==> src/hdl/alarm_pkg.sv <==
// Package with register map, field layouts, reset values and timing constants for the alarm manager.
package alarm_pkg;
  localparam int NUM_ALARMS = 5;
  localparam int ALM_TEMP   = 0;
  localparam int ALM_IN_LO  = 1;
  localparam int ALM_IN_HI  = 2;
  localparam int ALM_OUT_LO = 3;
  localparam int ALM_OUT_HI = 4;

  typedef enum logic [1:0] {SEV_DISABLED = 2'h0, SEV_MINOR = 2'h1, SEV_MAJOR = 2'h2} severity_e;

  // Register byte offsets.
  localparam logic [7:0] REG_SEVERITY = 8'h00;
  localparam logic [7:0] REG_SUPPRESS = 8'h04;
  localparam logic [7:0] REG_CONTROL  = 8'h08;
  localparam logic [7:0] REG_SYSRESET = 8'h0C;
  localparam logic [7:0] REG_PWTIME   = 8'h10;
  localparam logic [7:0] REG_P1DB     = 8'h14;
  localparam logic [7:0] REG_THRESH   = 8'h18;
  localparam logic [7:0] REG_TEMP     = 8'h1C;
  localparam logic [7:0] REG_STATUS   = 8'h20;
  localparam logic [7:0] REG_EVENTS   = 8'h24;

  // Control register fields.
  localparam int CTL_SUPPRESS = 0;
  localparam int CTL_SIMULATE = 1;
  localparam int CTL_SHUTDOWN = 2;
  localparam int CTL_LED      = 3;
  localparam int CTL_ECHO     = 4;
  localparam int CTL_TERSE    = 5;
  localparam int CTL_WIDTH    = 6;

  // Reset values: temp/input minor, output major; shutdown and LED enabled.
  localparam logic [9:0] SEVERITY_RESET = 10'h295;
  localparam logic [4:0] SUPPRESS_RESET = 5'h1F;
  localparam logic [5:0] CONTROL_RESET  = 6'h0C;
  localparam logic [15:0] PWTIME_RESET  = 16'h0000;
  localparam logic [7:0] P1DB_RESET     = 8'h28;

  // Temperature in signed whole degrees Celsius; power in signed dBm.
  localparam logic signed [7:0] SHUTDOWN_TEMP_C = 8'sd85;
  localparam logic signed [7:0] HYSTERESIS_C    = 8'sd20;
  localparam logic signed [7:0] OUT_LO_OFFSET   = 8'sd20;
  localparam logic signed [7:0] OUT_HI_OFFSET   = 8'sd1;

  // Momentary transmit mute after a system reset request, and the password-timeout minute.
  localparam int CLK_HZ       = 10_000_000;
  localparam int MUTE_TIME_MS = 10;
  localparam int MUTE_CYCLES  = CLK_HZ / 1000 * MUTE_TIME_MS;
  localparam int MINUTE_S     = 60;
  localparam longint MINUTE_CYCLES = longint'(CLK_HZ) * MINUTE_S;
endpackage

==> src/hdl/alarm_severity_manager.sv <==
// Alarm classification, summary relay, thermal shutdown and system options behind an AXI4-Lite slave.
// Overview of operation
// - Each of five alarms has its own disabled, minor or major severity.
// - Any active unmasked major alarm drives the summary alarm relay output.
// - Partner switches to standby when the online unit raises summary alarm.
// - Suppressible alarms are masked only while global suppression is enabled.
// - A suppressed temperature alarm makes no alarm log event.
// - With shutdown enabled, transmit stops once temperature exceeds 85 C.
// - Transmit resumes on its own only after cooling 20 C below threshold.
// - Simulate fault raises an alarm through normal paths, transmit untouched.
// - Default output-low threshold is rated compression power minus 20 dB.
// - Default output-high threshold is rated compression power plus 1 dB.
// - A system reset request briefly mutes the transmitter.
// - Indicator LED follows its enable setting; enabled after reset.
// - Password timeout zero disables; 1 to 65535 gives minutes.
// - Echo setting chooses whether SET commands get a response.
// - Verbosity setting picks terse (enabled) or verbose responses.
//
// Our own choices: the placing of the registers and register access over AXI4-Lite.
`timescale 1ns/1ns
module alarm_severity_manager #(
  parameter int  MUTE_CYCLES_P   = alarm_pkg::MUTE_CYCLES,
  parameter longint MINUTE_CYCLES_P = alarm_pkg::MINUTE_CYCLES
) (
  input  wire logic        aclk,
  input  wire logic        aresetn,
  input  wire logic [7:0]  s_axi_awaddr,
  input  wire logic        s_axi_awvalid,
  output logic             s_axi_awready,
  input  wire logic [31:0] s_axi_wdata,
  input  wire logic [3:0]  s_axi_wstrb,
  input  wire logic        s_axi_wvalid,
  output logic             s_axi_wready,
  output logic [1:0]       s_axi_bresp,
  output logic             s_axi_bvalid,
  input  wire logic        s_axi_bready,
  input  wire logic [7:0]  s_axi_araddr,
  input  wire logic        s_axi_arvalid,
  output logic             s_axi_arready,
  output logic [31:0]      s_axi_rdata,
  output logic [1:0]       s_axi_rresp,
  output logic             s_axi_rvalid,
  input  wire logic        s_axi_rready,
  input  wire logic [3:0]  fault_pin,
  input  wire logic [7:0]  temp_c,
  output logic             summary_alarm,
  output logic             minor_alarm,
  output logic             tx_enable,
  output logic             led_on,
  output logic             echo_enable,
  output logic             terse_mode,
  output logic             password_expired,
  output logic [4:0]       log_event,
  output logic             log_valid
);
  localparam logic [1:0] RESP_OKAY   = 2'h0;
  localparam logic [1:0] RESP_SLVERR = 2'h2;

  logic [9:0]                     severity;
  logic [4:0]                     suppressible;
  logic [alarm_pkg::CTL_WIDTH-1:0] control;
  logic [15:0]                    pw_timeout;
  logic signed [7:0]              p1db;
  logic signed [7:0]              out_lo_thresh;
  logic signed [7:0]              out_hi_thresh;
  logic [3:0]                     pin_sync;
  logic signed [7:0]              temp_now;
  logic                           thermal_off;
  logic [4:0]                     raw_alarm;
  logic [4:0]                     active;
  logic [4:0]                     prev_active;
  logic [4:0]                     event_sticky;
  logic                           mute;
  logic [31:0]                    mute_count;
  logic [63:0]                    minute_count;
  logic [15:0]                    minutes;
  logic                           pw_kick;

  // Pin faults: tx input low, tx input high, output low, output high detectors.
  alarm_sync #(.WIDTH(4)) u_sync (
    .aclk    (aclk),
    .aresetn (aresetn),
    .din     (fault_pin),
    .dout    (pin_sync)
  );

  function automatic alarm_pkg::severity_e sev_of(input logic [9:0] s, input int idx);
    return alarm_pkg::severity_e'(s[idx*2 +: 2]);
  endfunction

  // ---------------- AXI4-Lite write path ----------------
  logic       aw_held;
  logic       w_held;
  logic [7:0] aw_addr;
  logic [31:0] w_data;
  logic [3:0] w_strb;
  logic       do_write;

  assign s_axi_awready = !aw_held && !s_axi_bvalid;
  assign s_axi_wready  = !w_held && !s_axi_bvalid;
  assign do_write      = aw_held && w_held && !s_axi_bvalid;

  always_ff @(posedge aclk) begin
    if (!aresetn) begin
      aw_held <= 1'b0;
      w_held  <= 1'b0;
      aw_addr <= 8'h00;
      w_data  <= 32'h0;
      w_strb  <= 4'h0;
    end else begin
      if (s_axi_awvalid && s_axi_awready) begin
        aw_held <= 1'b1;
        aw_addr <= s_axi_awaddr;
      end
      if (s_axi_wvalid && s_axi_wready) begin
        w_held <= 1'b1;
        w_data <= s_axi_wdata;
        w_strb <= s_axi_wstrb;
      end
      if (do_write) begin
        aw_held <= 1'b0;
        w_held  <= 1'b0;
      end
    end
  end

  function automatic logic mapped(input logic [7:0] a);
    return (a[1:0] == 2'h0) && (a <= alarm_pkg::REG_EVENTS);
  endfunction

  always_ff @(posedge aclk) begin
    if (!aresetn) begin
      s_axi_bvalid <= 1'b0;
      s_axi_bresp  <= RESP_OKAY;
    end else if (do_write) begin
      s_axi_bvalid <= 1'b1;
      s_axi_bresp  <= mapped(aw_addr) ? RESP_OKAY : RESP_SLVERR;
    end else if (s_axi_bready) begin
      s_axi_bvalid <= 1'b0;
    end
  end

  // Settings registers; only the low byte lanes that exist are honoured.
  always_ff @(posedge aclk) begin
    if (!aresetn) begin
      severity     <= alarm_pkg::SEVERITY_RESET;
      suppressible <= alarm_pkg::SUPPRESS_RESET;
      control      <= alarm_pkg::CONTROL_RESET;
      pw_timeout   <= alarm_pkg::PWTIME_RESET;
      p1db         <= alarm_pkg::P1DB_RESET;
    end else if (do_write) begin
      unique case (aw_addr)
        alarm_pkg::REG_SEVERITY: begin
          if (w_strb[0]) severity[7:0] <= w_data[7:0];
          if (w_strb[1]) severity[9:8] <= w_data[9:8];
        end
        alarm_pkg::REG_SUPPRESS: if (w_strb[0]) suppressible <= w_data[4:0];
        alarm_pkg::REG_CONTROL:  if (w_strb[0]) control <= w_data[alarm_pkg::CTL_WIDTH-1:0];
        alarm_pkg::REG_PWTIME: begin
          if (w_strb[0]) pw_timeout[7:0]  <= w_data[7:0];
          if (w_strb[1]) pw_timeout[15:8] <= w_data[15:8];
        end
        alarm_pkg::REG_P1DB:     if (w_strb[0]) p1db <= w_data[7:0];
        default: ;
      endcase
    end
  end

  // Unused severity code 3 behaves as disabled; it is never a major alarm.
  assign out_lo_thresh = p1db - alarm_pkg::OUT_LO_OFFSET;
  assign out_hi_thresh = p1db + alarm_pkg::OUT_HI_OFFSET;

  // ---------------- Alarm classification ----------------
  assign temp_now = temp_c;

  always_comb begin
    raw_alarm[alarm_pkg::ALM_TEMP]   = (temp_now > alarm_pkg::SHUTDOWN_TEMP_C);
    raw_alarm[alarm_pkg::ALM_IN_LO]  = pin_sync[0];
    raw_alarm[alarm_pkg::ALM_IN_HI]  = pin_sync[1];
    raw_alarm[alarm_pkg::ALM_OUT_LO] = pin_sync[2];
    raw_alarm[alarm_pkg::ALM_OUT_HI] = pin_sync[3];
  end

  // Simulated fault enters as an extra condition on every alarm, so the normal
  // severity and suppression paths decide what it produces.
  logic [4:0] mask;
  logic [4:0] any_cond;
  genvar gi;
  generate
    for (gi = 0; gi < alarm_pkg::NUM_ALARMS; gi++) begin : g_alarm
      assign any_cond[gi] = raw_alarm[gi] || control[alarm_pkg::CTL_SIMULATE];
      assign mask[gi]     = suppressible[gi] && control[alarm_pkg::CTL_SUPPRESS];
      assign active[gi]   = any_cond[gi] && !mask[gi]
                            && (sev_of(severity, gi) inside {alarm_pkg::SEV_MINOR, alarm_pkg::SEV_MAJOR});
    end
  endgenerate

  logic next_summary;
  logic next_minor;
  always_comb begin
    next_summary = 1'b0;
    next_minor   = 1'b0;
    for (int i = 0; i < alarm_pkg::NUM_ALARMS; i++) begin
      if (active[i] && sev_of(severity, i) == alarm_pkg::SEV_MAJOR) next_summary = 1'b1;
      if (active[i] && sev_of(severity, i) == alarm_pkg::SEV_MINOR) next_minor = 1'b1;
    end
  end

  // The relay output is what the redundancy partner switches on.
  always_ff @(posedge aclk) begin
    if (!aresetn) begin
      summary_alarm <= 1'b0;
      minor_alarm   <= 1'b0;
    end else begin
      summary_alarm <= next_summary;
      minor_alarm   <= next_minor;
    end
  end

  // Log events on newly active alarms; masked ones (including temperature) never log.
  always_ff @(posedge aclk) begin
    if (!aresetn) begin
      prev_active <= 5'h00;
      log_event   <= 5'h00;
      log_valid   <= 1'b0;
    end else begin
      prev_active <= active;
      log_event   <= active & ~prev_active;
      log_valid   <= |(active & ~prev_active);
    end
  end

  // Sticky copy of logged events; a new event wins over a software clear.
  always_ff @(posedge aclk) begin
    if (!aresetn) begin
      event_sticky <= 5'h00;
    end else begin
      event_sticky <= ((do_write && aw_addr == alarm_pkg::REG_EVENTS && w_strb[0])
                       ? (event_sticky & ~w_data[4:0]) : event_sticky)
                      | (active & ~prev_active);
    end
  end

  // ---------------- Thermal shutdown with hysteresis ----------------
  // Uses the real temperature only, so a simulated fault never stops traffic.
  always_ff @(posedge aclk) begin
    if (!aresetn) begin
      thermal_off <= 1'b0;
    end else if (!control[alarm_pkg::CTL_SHUTDOWN]) begin
      thermal_off <= 1'b0;
    end else if (temp_now > alarm_pkg::SHUTDOWN_TEMP_C) begin
      thermal_off <= 1'b1;
    end else if (temp_now <= alarm_pkg::SHUTDOWN_TEMP_C - alarm_pkg::HYSTERESIS_C) begin
      thermal_off <= 1'b0;
    end
  end

  // ---------------- System reset mute ----------------
  always_ff @(posedge aclk) begin
    if (!aresetn) begin
      mute       <= 1'b0;
      mute_count <= 32'h0;
    end else if (do_write && aw_addr == alarm_pkg::REG_SYSRESET && w_strb[0] && w_data[0]) begin
      mute       <= 1'b1;
      mute_count <= 32'(MUTE_CYCLES_P - 1);
    end else if (mute) begin
      if (mute_count == 32'h0) mute <= 1'b0;
      else mute_count <= mute_count - 32'h1;
    end
  end

  always_ff @(posedge aclk) begin
    if (!aresetn) begin
      tx_enable   <= 1'b0;
      led_on      <= 1'b0;
      echo_enable <= 1'b0;
      terse_mode  <= 1'b0;
    end else begin
      tx_enable   <= !thermal_off && !mute;
      led_on      <= control[alarm_pkg::CTL_LED];
      echo_enable <= control[alarm_pkg::CTL_ECHO];
      terse_mode  <= control[alarm_pkg::CTL_TERSE];
    end
  end

  // ---------------- Password timeout ----------------
  // Any register access restarts the idle timer.
  assign pw_kick = do_write || (s_axi_arvalid && s_axi_arready);

  always_ff @(posedge aclk) begin
    if (!aresetn) begin
      minute_count     <= 64'h0;
      minutes          <= 16'h0;
      password_expired <= 1'b0;
    end else if (pw_kick || pw_timeout == 16'h0) begin
      minute_count     <= 64'h0;
      minutes          <= 16'h0;
      password_expired <= 1'b0;
    end else if (!password_expired) begin
      if (minute_count == 64'(MINUTE_CYCLES_P - 1)) begin
        minute_count <= 64'h0;
        minutes      <= minutes + 16'h1;
        if (minutes + 16'h1 == pw_timeout) password_expired <= 1'b1;
      end else begin
        minute_count <= minute_count + 64'h1;
      end
    end
  end

  // ---------------- AXI4-Lite read path ----------------
  logic [31:0] next_rdata;
  always_comb begin
    next_rdata = 32'h0;
    unique case (s_axi_araddr)
      alarm_pkg::REG_SEVERITY: next_rdata = {22'h0, severity};
      alarm_pkg::REG_SUPPRESS: next_rdata = {27'h0, suppressible};
      alarm_pkg::REG_CONTROL:  next_rdata = {26'h0, control};
      alarm_pkg::REG_PWTIME:   next_rdata = {16'h0, pw_timeout};
      alarm_pkg::REG_P1DB:     next_rdata = {24'h0, p1db};
      alarm_pkg::REG_THRESH:   next_rdata = {16'h0, out_hi_thresh, out_lo_thresh};
      alarm_pkg::REG_TEMP:     next_rdata = {24'h0, temp_now};
      alarm_pkg::REG_STATUS:   next_rdata = {20'h0, password_expired, mute, thermal_off, tx_enable,
                                             minor_alarm, summary_alarm, 1'b0, active};
      alarm_pkg::REG_EVENTS:   next_rdata = {27'h0, event_sticky};
      default:                 next_rdata = 32'h0;
    endcase
  end

  assign s_axi_arready = !s_axi_rvalid;

  always_ff @(posedge aclk) begin
    if (!aresetn) begin
      s_axi_rvalid <= 1'b0;
      s_axi_rdata  <= 32'h0;
      s_axi_rresp  <= RESP_OKAY;
    end else if (s_axi_arvalid && s_axi_arready) begin
      s_axi_rvalid <= 1'b1;
      s_axi_rdata  <= next_rdata;
      s_axi_rresp  <= mapped(s_axi_araddr) ? RESP_OKAY : RESP_SLVERR;
    end else if (s_axi_rready) begin
      s_axi_rvalid <= 1'b0;
    end
  end
endmodule // alarm_severity_manager

==> src/hdl/alarm_sync.sv <==
// Three-flop input synchroniser with agreement filter for pin-level inputs.
`timescale 1ns/1ns
module alarm_sync #(
  parameter int WIDTH = 1
) (
  input  wire logic             aclk,
  input  wire logic             aresetn,
  input  wire logic [WIDTH-1:0] din,
  output logic      [WIDTH-1:0] dout
);
  logic [WIDTH-1:0] stage1;
  logic [WIDTH-1:0] stage2;
  logic [WIDTH-1:0] stage3;

  // The first stage is read only by the second; a change counts once stages two and three agree.
  always_ff @(posedge aclk) begin
    if (!aresetn) begin
      stage1 <= '0;
      stage2 <= '0;
      stage3 <= '0;
      dout   <= '0;
    end else begin
      stage1 <= din;
      stage2 <= stage1;
      stage3 <= stage2;
      for (int i = 0; i < WIDTH; i++) begin
        if (stage2[i] == stage3[i]) begin
          dout[i] <= stage3[i];
        end
      end
    end
  end
endmodule // alarm_sync

==> config.mk <==
export PLATFORM = sky130hd
export DESIGN_NAME = alarm_severity_manager
export DESIGN_NICKNAME = d
export VERILOG_FILES = /design/src/hdl/alarm_pkg.sv /design/src/hdl/alarm_severity_manager.sv /design/src/hdl/alarm_sync.sv
export SDC_FILE = /design/constraint.sdc
export NUM_CORES = 1
export LEC_CHECK = 0
export BUFFER_PORTS_ARGS = -buffer_cell sky130_fd_sc_hd__buf_2
export CORE_MARGIN = 4
export CORE_UTILIZATION = 35
export CTS_BUF_LIST = sky130_fd_sc_hd__clkbuf_4 sky130_fd_sc_hd__clkbuf_8
export CTS_CLUSTER_DIAMETER = 80
export DETAILED_ROUTE_END_ITERATION = 7
export PLACE_DENSITY = 0.55
export SETUP_SLACK_MARGIN = 0.02
export SKIP_CTS_REPAIR_TIMING = 1
export SKIP_LAST_GASP = 1
export SLEW_MARGIN = 5
export SYNTH_ARGS = -nofsm -noshare
export SYNTH_HDL_FRONTEND = slang
export SYNTH_SLANG_ARGS = --single-unit
==> constraint.sdc <==
create_clock -name aclk -period 3.1 [get_ports aclk]
set_input_delay 0 -clock aclk [delete_from_list [all_inputs] [get_ports aclk]]
set_output_delay 0 -clock aclk [all_outputs]
set_load 0.01 [all_outputs]
# == After elaboration in Yosys (flattened, before gate mapping) ==
# Index checks and enable logic that the tools add are counted.
# totals
elab_cells,207
reg_bits,264
output_inout_bits,54
input_bits,71
# op_classes
n_addsub,5
mux,30
order_cmp,4
n_bitwise,8
n_reduce_logical,88
n_eq_ne,31
# ops
op,count
$pmux 16 s9,1
$add 64x1->64 const B,1
$eq 64x30->1 const B,1
$mux 64,1
$mux 17,3
$eq 8x5->1 const B,6
$logic_and 1x1->1,40
$logic_not 32->1,1
$sub 32x1->32 const B,1
$eq 8x4->1 const B,3
$eq 8x6->1 const B,3
$mux 1,22
$reduce_and 3->1,7
$reduce_bool 2->1,9
$add 16x1->16 const B,1
$eq 16x16->1,1
$eq 8x3->1 const B,2
$le 8x6->1 const B,2
$logic_not 16->1,1
$logic_not 8->1,2
$logic_not 1->1,11
$and 5x5->5,2
$eq 2x1->1 const B,5
$eq 2x2->1 const B,5
other kinds (16),35

# == Depth between registers and ports, before layout ==
# Gate-level depths: netlist of run 1.
# logic_depth
ltp_word,10
depth_mapped,9
depth_no_buf,8

# == Cells and area by module ==
# A second synthesis of run 1 with hierarchy kept.
# hier_totals
cells_unflattened,1403
hier_area_um2,11711.2
# by_module_without_submodules
mod,n_inst,seq_area_each_um2,cells_per_inst,area_per_inst_um2
alarm_severity_manager,1,4604.4,1362,11229.5
alarm_sync,1,320.3,41,481.7

# == Worst setup path before layout of run 1 ==
# OpenSTA, ideal clock, no wires.
# synth_path
path_type,register to register
from,reg minutes[0]
to,reg password_expired
t_required_ps,3013
n_path_buf,1
arrival_ps,2269
setup_slack_ps,744
period_less_slack_ps,2356
path_stages_with_launch,9
path_cell_list,dfxtp_1 -> ha_1 -> clkbuf_1 -> inv_1 -> or4_1 -> xnor2_1 -> a2111oi_0 -> nand4_1 -> o31ai_1
# synth_via
elab_chain_cells,5
# synth_rtl
item,line_no,rtl
from (decl),alarm_severity_manager.sv:76,logic [15:0] minutes;
from (signal assigned),alarm_severity_manager.sv:302,minutes <= minutes + 16'h1;
$add 16x1->16,alarm_severity_manager.sv:303,if (minutes + 16'h1 == pw_timeout) password_expired <= 1'b1;
$eq 16x16->1,alarm_severity_manager.sv:303,
$mux 1,alarm_severity_manager.sv:303,
$mux 1,alarm_severity_manager.sv:300,if (minute_count == 64'(MINUTE_CYCLES_P - 1)) begin
$mux 1,alarm_severity_manager.sv:299,end else if (!password_expired) begin
to (signal assigned),alarm_severity_manager.sv:294,password_expired <= 1'b0;
to (signal assigned),alarm_severity_manager.sv:298,password_expired <= 1'b0;
to (signal assigned),alarm_severity_manager.sv:303,
to (decl),alarm_severity_manager.sv:52,"output logic password_expired,"
# No other way between the ends.
# A chain may end at the register's enable or synchronous reset.

# == Final worst setup path of run 1 ==
# layout_path
from,reg severity[4]
to,reg s_axi_rdata[2]
# layout_via
elab_chain_cells,4
elab_cells_between_ends,5
classes_between,eq/ne: 2; mux: 1; reduce/logical: 2
# layout_rtl
item,line_no,rtl
from (decl),alarm_severity_manager.sv:59,logic [9:0] severity;
from (signal assigned),alarm_severity_manager.sv:146,severity <= alarm_pkg::SEVERITY_RESET;
from (signal assigned),alarm_severity_manager.sv:154,if (w_strb[0]) severity[7:0] <= w_data[7:0];
$eq 2x1->1 or $eq 2x2->1 (tied branches),alarm_severity_manager.sv:194,"&& (sev_of(severity, gi) inside {alarm_pkg::SEV_MINOR, alarm_pkg::SEV_MAJOR});"
$reduce_bool 2->1 (*),alarm_severity_manager.sv:194,
$logic_and 1x1->1 (*),alarm_severity_manager.sv:194,
$pmux 16 s9 (*),alarm_severity_manager.sv:314,unique case (s_axi_araddr)
to (signal assigned),alarm_severity_manager.sv:338,s_axi_rdata <= next_rdata;
to (decl),alarm_severity_manager.sv:40,"output logic [31:0] s_axi_rdata,"
# Every way passes the cells marked *; elsewhere a longest branch is shown, timed or not.

==> results of run 1 <==
## critical path: stages, from the launching register on
cell and delay [ns]:
dfxtp_1 0.39, inv_1 0.06, ha_1 0.28, a211oi_1 0.46
a22o_1 0.23, a222oi_1 0.10, o311a_1 0.16, dlygate4sd3_1 0.55
nor3_1 0.15
## cells by family (layout without fill, tap and decap cells)
kind of cell             count (synthesis)  count (layout)  synth area share (%)
AND/OR/NAND/NOR                        661             661                 29.03
flip-flops                             246             246                 40.37
AO/OA/AOI/OAI                          231             231                 12.58
buffers and inverters                  129             280                 4.871
XOR/XNOR                               116             116                 8.327
multiplexers                            37              37                 3.148
adder cells (fa/ha/maj)                 16              16                 1.641
other                                    1              18               0.03074
## layer usage
metal | share of wire, % | global-route usage [%] | vias up
li1 | - | - | 5318
met1 | 48 | 23.64 | 4990
met2 | 44 | 24.99 | 293
met3 | 5.9 | 3.033 | 61
met4 | 2.2 | 5.104 | 0
met5 | 0 | 0 | -
## path summary, 6_finish.rpt
kind	from	endpoint	slack (ns)	cells past startpoint
worst max-delay path	severity[4]$_SDFFE_PN1P_	s_axi_rdata[2]$_SDFFE_PN0P_	0.66	8
worst min-delay path	temp_c[6]	minor_alarm$_SDFF_PN0_	0.001	4
worst max register to register	severity[4]$_SDFFE_PN1P_	s_axi_rdata[2]$_SDFFE_PN0P_	0.66	8
worst min register to register	prev_active[0]$_SDFF_PN0_	log_event[0]$_SDFF_PN0_	0.43	1
## stage by stage
step | power, W | setup slack (ns) | cell area, µm² | hold WS (ns)
final | 0.006943 | 0.6574 | 14580 | 0.001173
after global routing | 0.007214 | 0.4835 | 14580 | 0.003695
after CTS | 0.006997 | 0.7238 | 14030 | -0.4237
after detailed placement | 0.003584 | 0.7471 | 13040 | 0.2081
after global placement | 0.003580 | 0.8156 | 13040 | 0.2048
after floorplan | 0.003482 | 0.7436 | 12260 | 0.1259
## power by group through the flow
stage | registers [W] | clock network (W) | logic (W)
2_1_floorplan | 0.00330 | 0 | 0.000182
5_1_grt | 0.00326 | 0.00360 | 0.000358
3_5_place_dp | 0.00332 | 0 | 0.000263
4_1_cts | 0.00325 | 0.00348 | 0.000264
3_3_place_gp | 0.00332 | 0 | 0.000261
6_report | 0.00325 | 0.00337 | 0.000322
## Yosys cell counts, types with 9 or more instances
library cell	instances
nor4_1	30
nor3_1	31
nor2b_1	31
buf_4	19
nor4_2	10
a21boi_0	27
a22oi_1	26
o21ai_0	45
or3_1	16
mux2i_1	35
and3_1	17
nand4_1	45
xnor2_1	49
dfxtp_1	246
inv_1	35
ha_1	16
a21oi_1	53
clkbuf_1	50
nand3_1	64
buf_2	19
nor4b_1	9
and2_1	30
nor2_1	148
nand2_1	168
xor2_1	67
## layout by cell type, fill, tap and decap left out, types with 8 or more instances in the layout
cell type,count
o21ai_0,45
a21oi_1,53
inv_1,35
nor3_1,31
and3_1,17
dlygate4sd3_1,55
nor2b_1,31
ha_1,16
a22o_1,8
dfxtp_1,246
buf_4,25
xor2_1,67
mux2i_1,35
nor2_1,148
a21boi_0,27
and4_1,8
nand4_1,45
conb_1,18
a22oi_1,26
xnor2_1,49
nand3_1,64
buf_2,88
clkbuf_8,56
nand2_1,168
nor4_2,10
or3_1,16
and2_1,30
nor4_1,30
## cell type report
type	instances	area (µm²)
fill	3509	19880
multi-input combinational	1079	6765
sequential	246	4925
timing repair buffer	169	1199
clock buffer	63	823.3
tap	455	569.3
clock inverter	13	165.2
inverter	35	131.4
## registers in the layout, indices dropped and copies added (netlist names), 2 cells and up
name	count
w_strb	2
log_event	5
mute_count	32
minute_count	64
event_sticky	5
u_sync.stage2	4
s_axi_rdata	16
control	6
prev_active	5
u_sync.stage1	4
aw_addr	8
suppressible	5
u_sync.dout	4
p1db	8
pw_timeout	16
w_data	16
severity	10
u_sync.stage3	4
minutes	16
==> flow_summary.json, run 1 <==
{
  "initial_core_util_pct": 35.41,
  "dieArea_um2": 37910,
  "cp-start-kind": "register",
  "drt_iter0_markers": 600,
  "status": "completed",
  "setup_viol": 0,
  "globalplace.congestion": 0.8681,
  "wl_per_cell_um": 16.09,
  "ys_seq_area_share_pct": 40.37,
  "worst_pin_slew_ns": 0.8898,
  "p_leak_nw": 5.476,
  "rsz0062_at_grt": "no",
  "port-buffer-count": 88,
  "tritoncts": "done",
  "p_int_w": 0.005320,
  "synth.distinct_cells": 78,
  "cp.required_ns": 3.61,
  "grt_max_degree": 103,
  "power_frac_clock_pct": 48.5,
  "firstDrtPassIters": 5,
  "drt-vias-per-instance": 5.176,
  "htreeDepth": 2,
  "dp.cells": 1929,
  "clock_sinks": 246,
  "worstPathArrival_ns": 2.96,
  "clkTransAtPathRegs_ns": 0.06,
  "io_pins": 125,
  "hold_viol": 0,
  "period_minus_slack_ns": 2.443,
  "power_switching_w": 0.001623,
  "final_layout_size_suffix_gt1_share_pct": 14.39,
  "synth_edf_count": 0,
  "die_w_um": 194.7,
  "vias": 10660,
  "fin_cells": 2060,
  "final_util_pct": 42.31,
  "syn_to_final_growth_pct": 19.48,
  "yosysTopAreaCell": "dfxtp_1",
  "crit_fanout": 4,
  "ant_nets": 0,
  "rows": 68,
  "insertion_delay_ns": 0.59,
  "hpwl_mm": 22.80,
  "yosysWarnings": 0,
  "gr-total-overflow": 0,
  "routed_wl_mm": 33.14,
  "core_um2": 34460,
  "synth_top_area_share_pct": 40.37,
  "post-route-drc-count": 0,
  "slew_headroom_pct": 40.68,
  "seqPwrFrac_pct": 46.8,
  "root_buffer": "clkbuf_8",
  "cap_violations": 0,
  "end_kind": "register",
  "holdCritPathClass": "in -> reg",
  "grt_pass1_vias": 9722,
  "async_reset_ff_share_pct": 0,
  "synthFlopType": "dfxtp_1",
  "track_usage_pct": 16.42,
  "p_sw_share_pct": 23.38,
  "nets": 1662,
  "period_share_pct": 78.79,
  "skew_ns": 0.03482,
  "powerDensity_nw_per_um2": 476.3,
  "max_freq_ghz": 0.4094,
  "dieHeight_um": 194.7,
  "synthCells": 1437,
  "cts_buffers": 44,
  "clockBufferDepth": 3,
  "finalSetupTns_ns": 0,
  "syn-cell-area_um2": 12200,
  "antenna_found_initial": 0,
  "synth-seq-cells": 246,
  "combPwrFrac_pct": 4.6,
  "synth_area_per_cell_um2": 8.490,
  "antenna_cells": 0,
  "path_class": "reg -> reg",
  "maxSlewViolCount": 0,
  "vdd_drop_max_uv": 362.6,
  "synth_area_leaders": "dfxtp_1, nand2_1, xor2_1",
  "grt_pass1_wl_mm": 52.09
}
Power figures use the tool's default switching activity.
==> inputs of run 2 (changes only) <==
==> constraint.sdc (replaced) <==
create_clock -name aclk -period 2.6 [get_ports aclk]
set_input_delay 0 -clock aclk [delete_from_list [all_inputs] [get_ports aclk]]
set_output_delay 0 -clock aclk [all_outputs]
set_load 0.01 [all_outputs]
==> flow_summary.json, run 2 (synthesis results as in run 1) <==
{
  "fin_cells": 2085,
  "die_w_um": 194.7,
  "num-fill-cells": 3457,
  "vias": 10780,
  "routed_wl_mm": 33.92,
  "worst_pin_slew_ns": 0.7461,
  "r2r-start": "minutes[0]$_SDFFE_PP0P_",
  "post-route-drc-count": 0,
  "track_usage_pct": 16.97,
  "end_kind": "register",
  "final_layout_size_suffix_gt1_share_pct": 15.58,
  "holdCritPathClass": "in -> reg",
  "layout.cells.most_common": "dfxtp_1",
  "root_buffer": "clkbuf_8",
  "clkTransAtPathRegs_ns": 0.06,
  "antenna_found_initial": 0,
  "io_pins": 125,
  "skew_ns": 0.03009,
  "core_um2": 34460,
  "grt_pass1_vias": 9934,
  "multiInputGateArea_um2": 6765,
  "htreeDepth": 2,
  "drt-vias-per-instance": 5.168,
  "wl_per_cell_um": 16.27,
  "reg2reg_to": "password_expired$_SDFF_PP0_",
  "firstDrtPassIters": 5,
  "crit_start": "minutes[0]$_SDFFE_PP0P_",
  "clock_sinks": 246,
  "port-buffer-count": 88,
  "final_util_pct": 42.69,
  "dp.cells": 1947,
  "initial_core_util_pct": 35.41,
  "largest_reg_flops": 64,
  "dieArea_um2": 37910,
  "crit_path_end": "password_expired$_SDFF_PP0_",
  "finalSetupTns_ns": 0,
  "syn_to_final_growth_pct": 20.56,
  "worstPathArrival_ns": 2.84,
  "antenna_cells": 0,
  "cap_violations": 0,
  "cp.required_ns": 3.09,
  "dieHeight_um": 194.7,
  "rsz0062_at_grt": "no",
  "whs_ns": 0.01212,
  "cp-start-kind": "register",
  "top_register": "minute_count",
  "hold_viol": 0,
  "maxSlewViolCount": 0,
  "ff2ff_path_depth": 7,
  "insertion_delay_ns": 0.60,
  "setup_viol": 0,
  "vdd_drop_max_uv": 338.6,
  "powerDensity_nw_per_um2": 555.2,
  "period_share_pct": 90.73,
  "globalplace.congestion": 0.8758,
  "slew_headroom_pct": 50.20,
  "path_class": "reg -> reg",
  "nets": 1683,
  "rows": 68,
  "tritoncts": "done",
  "grt_pass1_wl_mm": 53.95,
  "final_cell_mix": "dfxtp_1, nand2_1, nor2_1",
  "grt_max_degree": 69,
  "drt_iter0_markers": 706,
  "gr-total-overflow": 0,
  "period_minus_slack_ns": 2.359,
  "reg_top3": "minute_count x64, mute_count x32",
  "cts_buffers": 45,
  "max_freq_ghz": 0.4239,
  "hpwl_mm": 23.76,
  "fin_total_pwr_w": 0.008167,
  "p_leak_nw": 5.577,
  "crit_fanout": 6,
  "clockBufferDepth": 3,
  "rrSetupSlack_ns": 0.24,
  "status": "completed",
  "ant_nets": 0,
  "ff_latch_area_um2": 4925
}
[run 2: worst max-delay path: stages, from the launching register on]
cell	delay, ns
dfxtp_1	0.44
ha_1	0.31
xor2_1	0.17
nor4b_1	0.46
nand4_1	0.16
a2111oi_0	0.37
nand4_1	0.14
o31ai_1	0.23
[run 2: how the worst min path moves through the flow]
stage / to / cells after the start / slack [ns] / from
after global placement: u_sync.stage1[2]$_SDFF_PN0_ / 2 / 0.21 / fault_pin[2]
final: minor_alarm$_SDFF_PN0_ / 4 / 0.01 / temp_c[6]
after detailed placement: u_sync.stage1[3]$_SDFF_PN0_ / 2 / 0.21 / fault_pin[3]
after CTS: u_sync.stage1[3]$_SDFF_PN0_ / 2 / -0.43 / fault_pin[3]
after floorplan: thermal_off$_SDFFE_PN0P_ / 2 / 0.13 / temp_c[5]
after global routing: minor_alarm$_SDFF_PN0_ / 4 / 0.008 / temp_c[6]
[run 2: where the power goes]
group | switching (W) | internal, W
clock | 0.00168 | 0.00222
combinational | 0.000214 | 0.000180
sequential | 0.0000567 | 0.00382
total | 0.00195 | 0.00622
[run 2: layer usage]
layer	global-route usage (%)	vias to the layer above	wire, µm
li1	-	5352	-
met1	24.84	5096	16410
met2	25.99	271	15070
met3	2.808	57	1794
met4	4.427	0	642
met5	0	-	0
[run 2: cell type report]
cell class	count	share of cell area, %
clock inverters	5	0.3403
multi-input cells	1079	45.99
flip-flops and latches	246	33.48
repair buffers	189	9.204
clock buffers	76	6.218
well taps	455	3.870
inverters	35	0.8932
[run 2: per-stage QoR]
step / instance area (µm²) / worst slack, ns
4_1_cts: 14140 / 0.2136
5_1_grt: 14710 / 0.04694
6_report: 14710 / 0.2410
3_3_place_gp: 13170 / 0.3259
3_5_place_dp: 13170 / 0.2479
2_1_floorplan: 12260 / 0.2436
==> inputs of run 3 (changes only) <==
--- a/config.mk
+++ b/config.mk
@@ -5,6 +5,7 @@
 export SDC_FILE = /design/constraint.sdc
 export NUM_CORES = 1
 export LEC_CHECK = 0
+export ABC_AREA = 1
 export BUFFER_PORTS_ARGS = -buffer_cell sky130_fd_sc_hd__buf_2
 export CORE_MARGIN = 4
 export CORE_UTILIZATION = 35
==> flow_summary.json, run 3 <==
{
  "status": "finished, violations left",
  "violations": "negative hold slack",
  "dp.cells": 2445,
  "holdCritPathClass": "in -> reg",
  "final_cell_mix": "nand2_1, nor2_1, dfxtp_1",
  "crit_fanout": 4,
  "yosysWarnings": 0,
  "hp-start": "s_axi_awvalid",
  "cp-start-kind": "register",
  "post-route-drc-count": 0,
  "synth-seq-cells": 246,
  "grt_util_met2_pct": 32.85,
  "slew_headroom_pct": 38.79,
  "path_class": "reg -> reg",
  "period_minus_slack_ns": 2.389,
  "multiInputGateArea_um2": 6824,
  "syn_to_final_growth_pct": 18.23,
  "final_cell_area_um2": 15400,
  "synth_top_area_share_pct": 37.80,
  "hold_viol": 3,
  "async_reset_ff_share_pct": 0,
  "clockBufferDepth": 3,
  "ant_nets": 0,
  "finalSetupTns_ns": 0,
  "r2r-start": "p1db[3]$_SDFFE_PN1P_",
  "nets": 2160,
  "whs_ns": -0.02002,
  "initial_core_util_pct": 35.50,
  "top_register": "minute_count",
  "antenna_found_initial": 0,
  "insertion_delay_ns": 0.62,
  "final_layout_size_suffix_gt1_share_pct": 12.76,
  "tritoncts": "done",
  "track_usage_pct": 19.97,
  "crit_start": "p1db[3]$_SDFFE_PN1P_",
  "maxSlewViolCount": 0,
  "num-fill-cells": 3914,
  "max_freq_ghz": 0.4186,
  "synth_area_per_cell_um2": 6.807,
  "rows": 70,
  "drt_iter0_markers": 804,
  "vias": 12890,
  "cap_violations": 0,
  "synth_common_cells": "nand2_1, nor2_1, dfxtp_1",
  "path_cells": "inv_1 > ha_1 > or2_2 > nand2_1 > o21ai_0 > nor3b_1 > nand2_1 > nand2_1 > a21oi_1 > dlygate4sd3_1",
  "fin_cells": 2576,
  "layout.cells.most_common": "nand2_1",
  "synthCells": 1914,
  "largest_reg_flops": 64,
  "antenna_cells": 0,
  "core_um2": 36700,
  "cp_common_cell": "nand2_1",
  "root_buffer": "clkbuf_8",
  "grt_pass1_wl_mm": 65.49,
  "gr-total-overflow": 0,
  "busiest_layer": "met2",
  "worstPathArrival_ns": 2.89,
  "cts_buffers": 46,
  "yosysMostFrequentCell": "nand2_1",
  "die_w_um": 200.9,
  "grt_max_degree": 102,
  "met3_usage_pct": 4.039,
  "powerDensity_nw_per_um2": 544.3,
  "synth_edf_count": 0,
  "ff_latch_area_um2": 4925,
  "dieHeight_um": 200.9,
  "setup_viol": 0,
  "met1_usage_pct": 26.27,
  "wl_per_cell_um": 16.21,
  "rsz0062_at_grt": "no",
  "skew_ns": 0.04134,
  "p_leak_nw": 6.572,
  "slowest_delay_ns": 0.57,
  "globalplace.congestion": 0.9351,
  "yosysTopAreaCell": "dfxtp_1",
  "cpMaxStageDelayCell": "dlygate4sd3_1",
  "io_pins": 125,
  "routed_wl_mm": 41.76,
  "synth_area_leaders": "dfxtp_1, nand2_1, nor2_1",
  "cp_num_buf_inv": 2,
  "firstDrtPassIters": 5,
  "fin_total_pwr_w": 0.008383,
  "clkTransAtPathRegs_ns": 0.06,
  "clock_sinks": 246,
  "syn-cell-area_um2": 13030,
  "dieArea_um2": 40370,
  "vdd_drop_max_uv": 357.4,
  "hpwl_mm": 31.55,
  "end_kind": "register",
  "drt-vias-per-instance": 5.005,
  "grt_pass1_vias": 12290,
  "synthFlopType": "dfxtp_1",
  "period_share_pct": 91.89,
  "htreeDepth": 2,
  "worst_pin_slew_ns": 0.9181,
  "synth.distinct_cells": 52,
  "port-buffer-count": 88,
  "cp_top_family": "simple AND/OR/NAND/NOR gates",
  "reg_top3": "minute_count x64, mute_count x32",
  "ys_seq_area_share_pct": 37.80,
  "cp.required_ns": 3.10,
  "placed_area_um2": 13930
}
-- run 3: changes by cell type in the layout (fill, tap and decap cells not counted), moves of 21 or more --
cell / delta
nor3_1: +26
mux2i_1: -35
nand2_1: +199
a21boi_0: -27
xnor2_1: -29
a22oi_1: -25
and2_1: -30
inv_1: +207
nor2_1: +143
buf_4: -21
o21ai_0: +68
nor2b_1: -31
a21oi_1: +81
xor2_1: -37
-- run 3: stage by stage --
stage | worst slack [ns] | util (%)
after floorplan | 0.8508 | -
after CTS | 0.3246 | 40.66
after global placement | 0.3264 | 37.95
after detailed placement | 0.3383 | 37.95
after global routing | 0.06818 | 41.97
final | 0.2109 | 41.97
-- run 3: worst min-delay path: cells and delay by family --
kind	cells	cell delay, ns
buf+inv	1	0.09
compound gates	1	0.12
simple gates	2	0.34
-- run 3: area by class of cell --
cell class / count / share of cell area [%]
Multi-Input combinational cell: 1358 / 44.30
Sequential cell: 246 / 31.97
Timing Repair Buffer: 158 / 7.051
Inverter: 263 / 6.409
Clock buffer: 69 / 5.597
Tap cell: 468 / 3.801
Clock inverter: 14 / 0.8691
-- run 3: power breakdown --
group | switching [W] | leakage, nW | total (W) | internal, W
Combinational | 0.000263 | 4.06 | 0.000422 | 0.000160
Clock | 0.00174 | 0.521 | 0.00407 | 0.00233
Sequential | 0.0000556 | 1.99 | 0.00389 | 0.00384
Total | 0.00206 | 6.57 | 0.00838 | 0.00632
-- run 3: final timing paths --
check / depth (start not counted) / slack [ns] / endpoint
max: 10 / 0.21 / s_axi_rdata[4]$_SDFFE_PN0P_
min: 4 / -0.02 / aw_addr[0]$_SDFFE_PN0P_
max reg2reg: 10 / 0.21 / s_axi_rdata[4]$_SDFFE_PN0P_
min reg2reg: 2 / 0.41 / u_sync.stage2[1]$_SDFF_PN0_
-- run 3: cell families (layout without fill, tap and decap cells) --
kind of cell / count (synthesis) / count (layout) / share of synthesized area [%]
AO/OA/AOI/OAI: 312 / 312 / 12.99
XOR/XNOR: 51 / 51 / 3.534
adder cells (fa/ha/maj): 16 / 16 / 1.537
buffers and inverters: 327 / 504 / 10.31
flip-flops: 246 / 246 / 37.80
other: 1 / 18 / 0.02878
AND/OR/NAND/NOR: 961 / 961 / 33.79
-- run 3: per-layer routing --
layer	part of all wire, %	vias up	routed length, µm
met2	46	346	19010
li1	-	6568	-
met4	3.1	0	1282
met1	46	5904	19250
met3	5.3	75	2223
met5	0	-	0
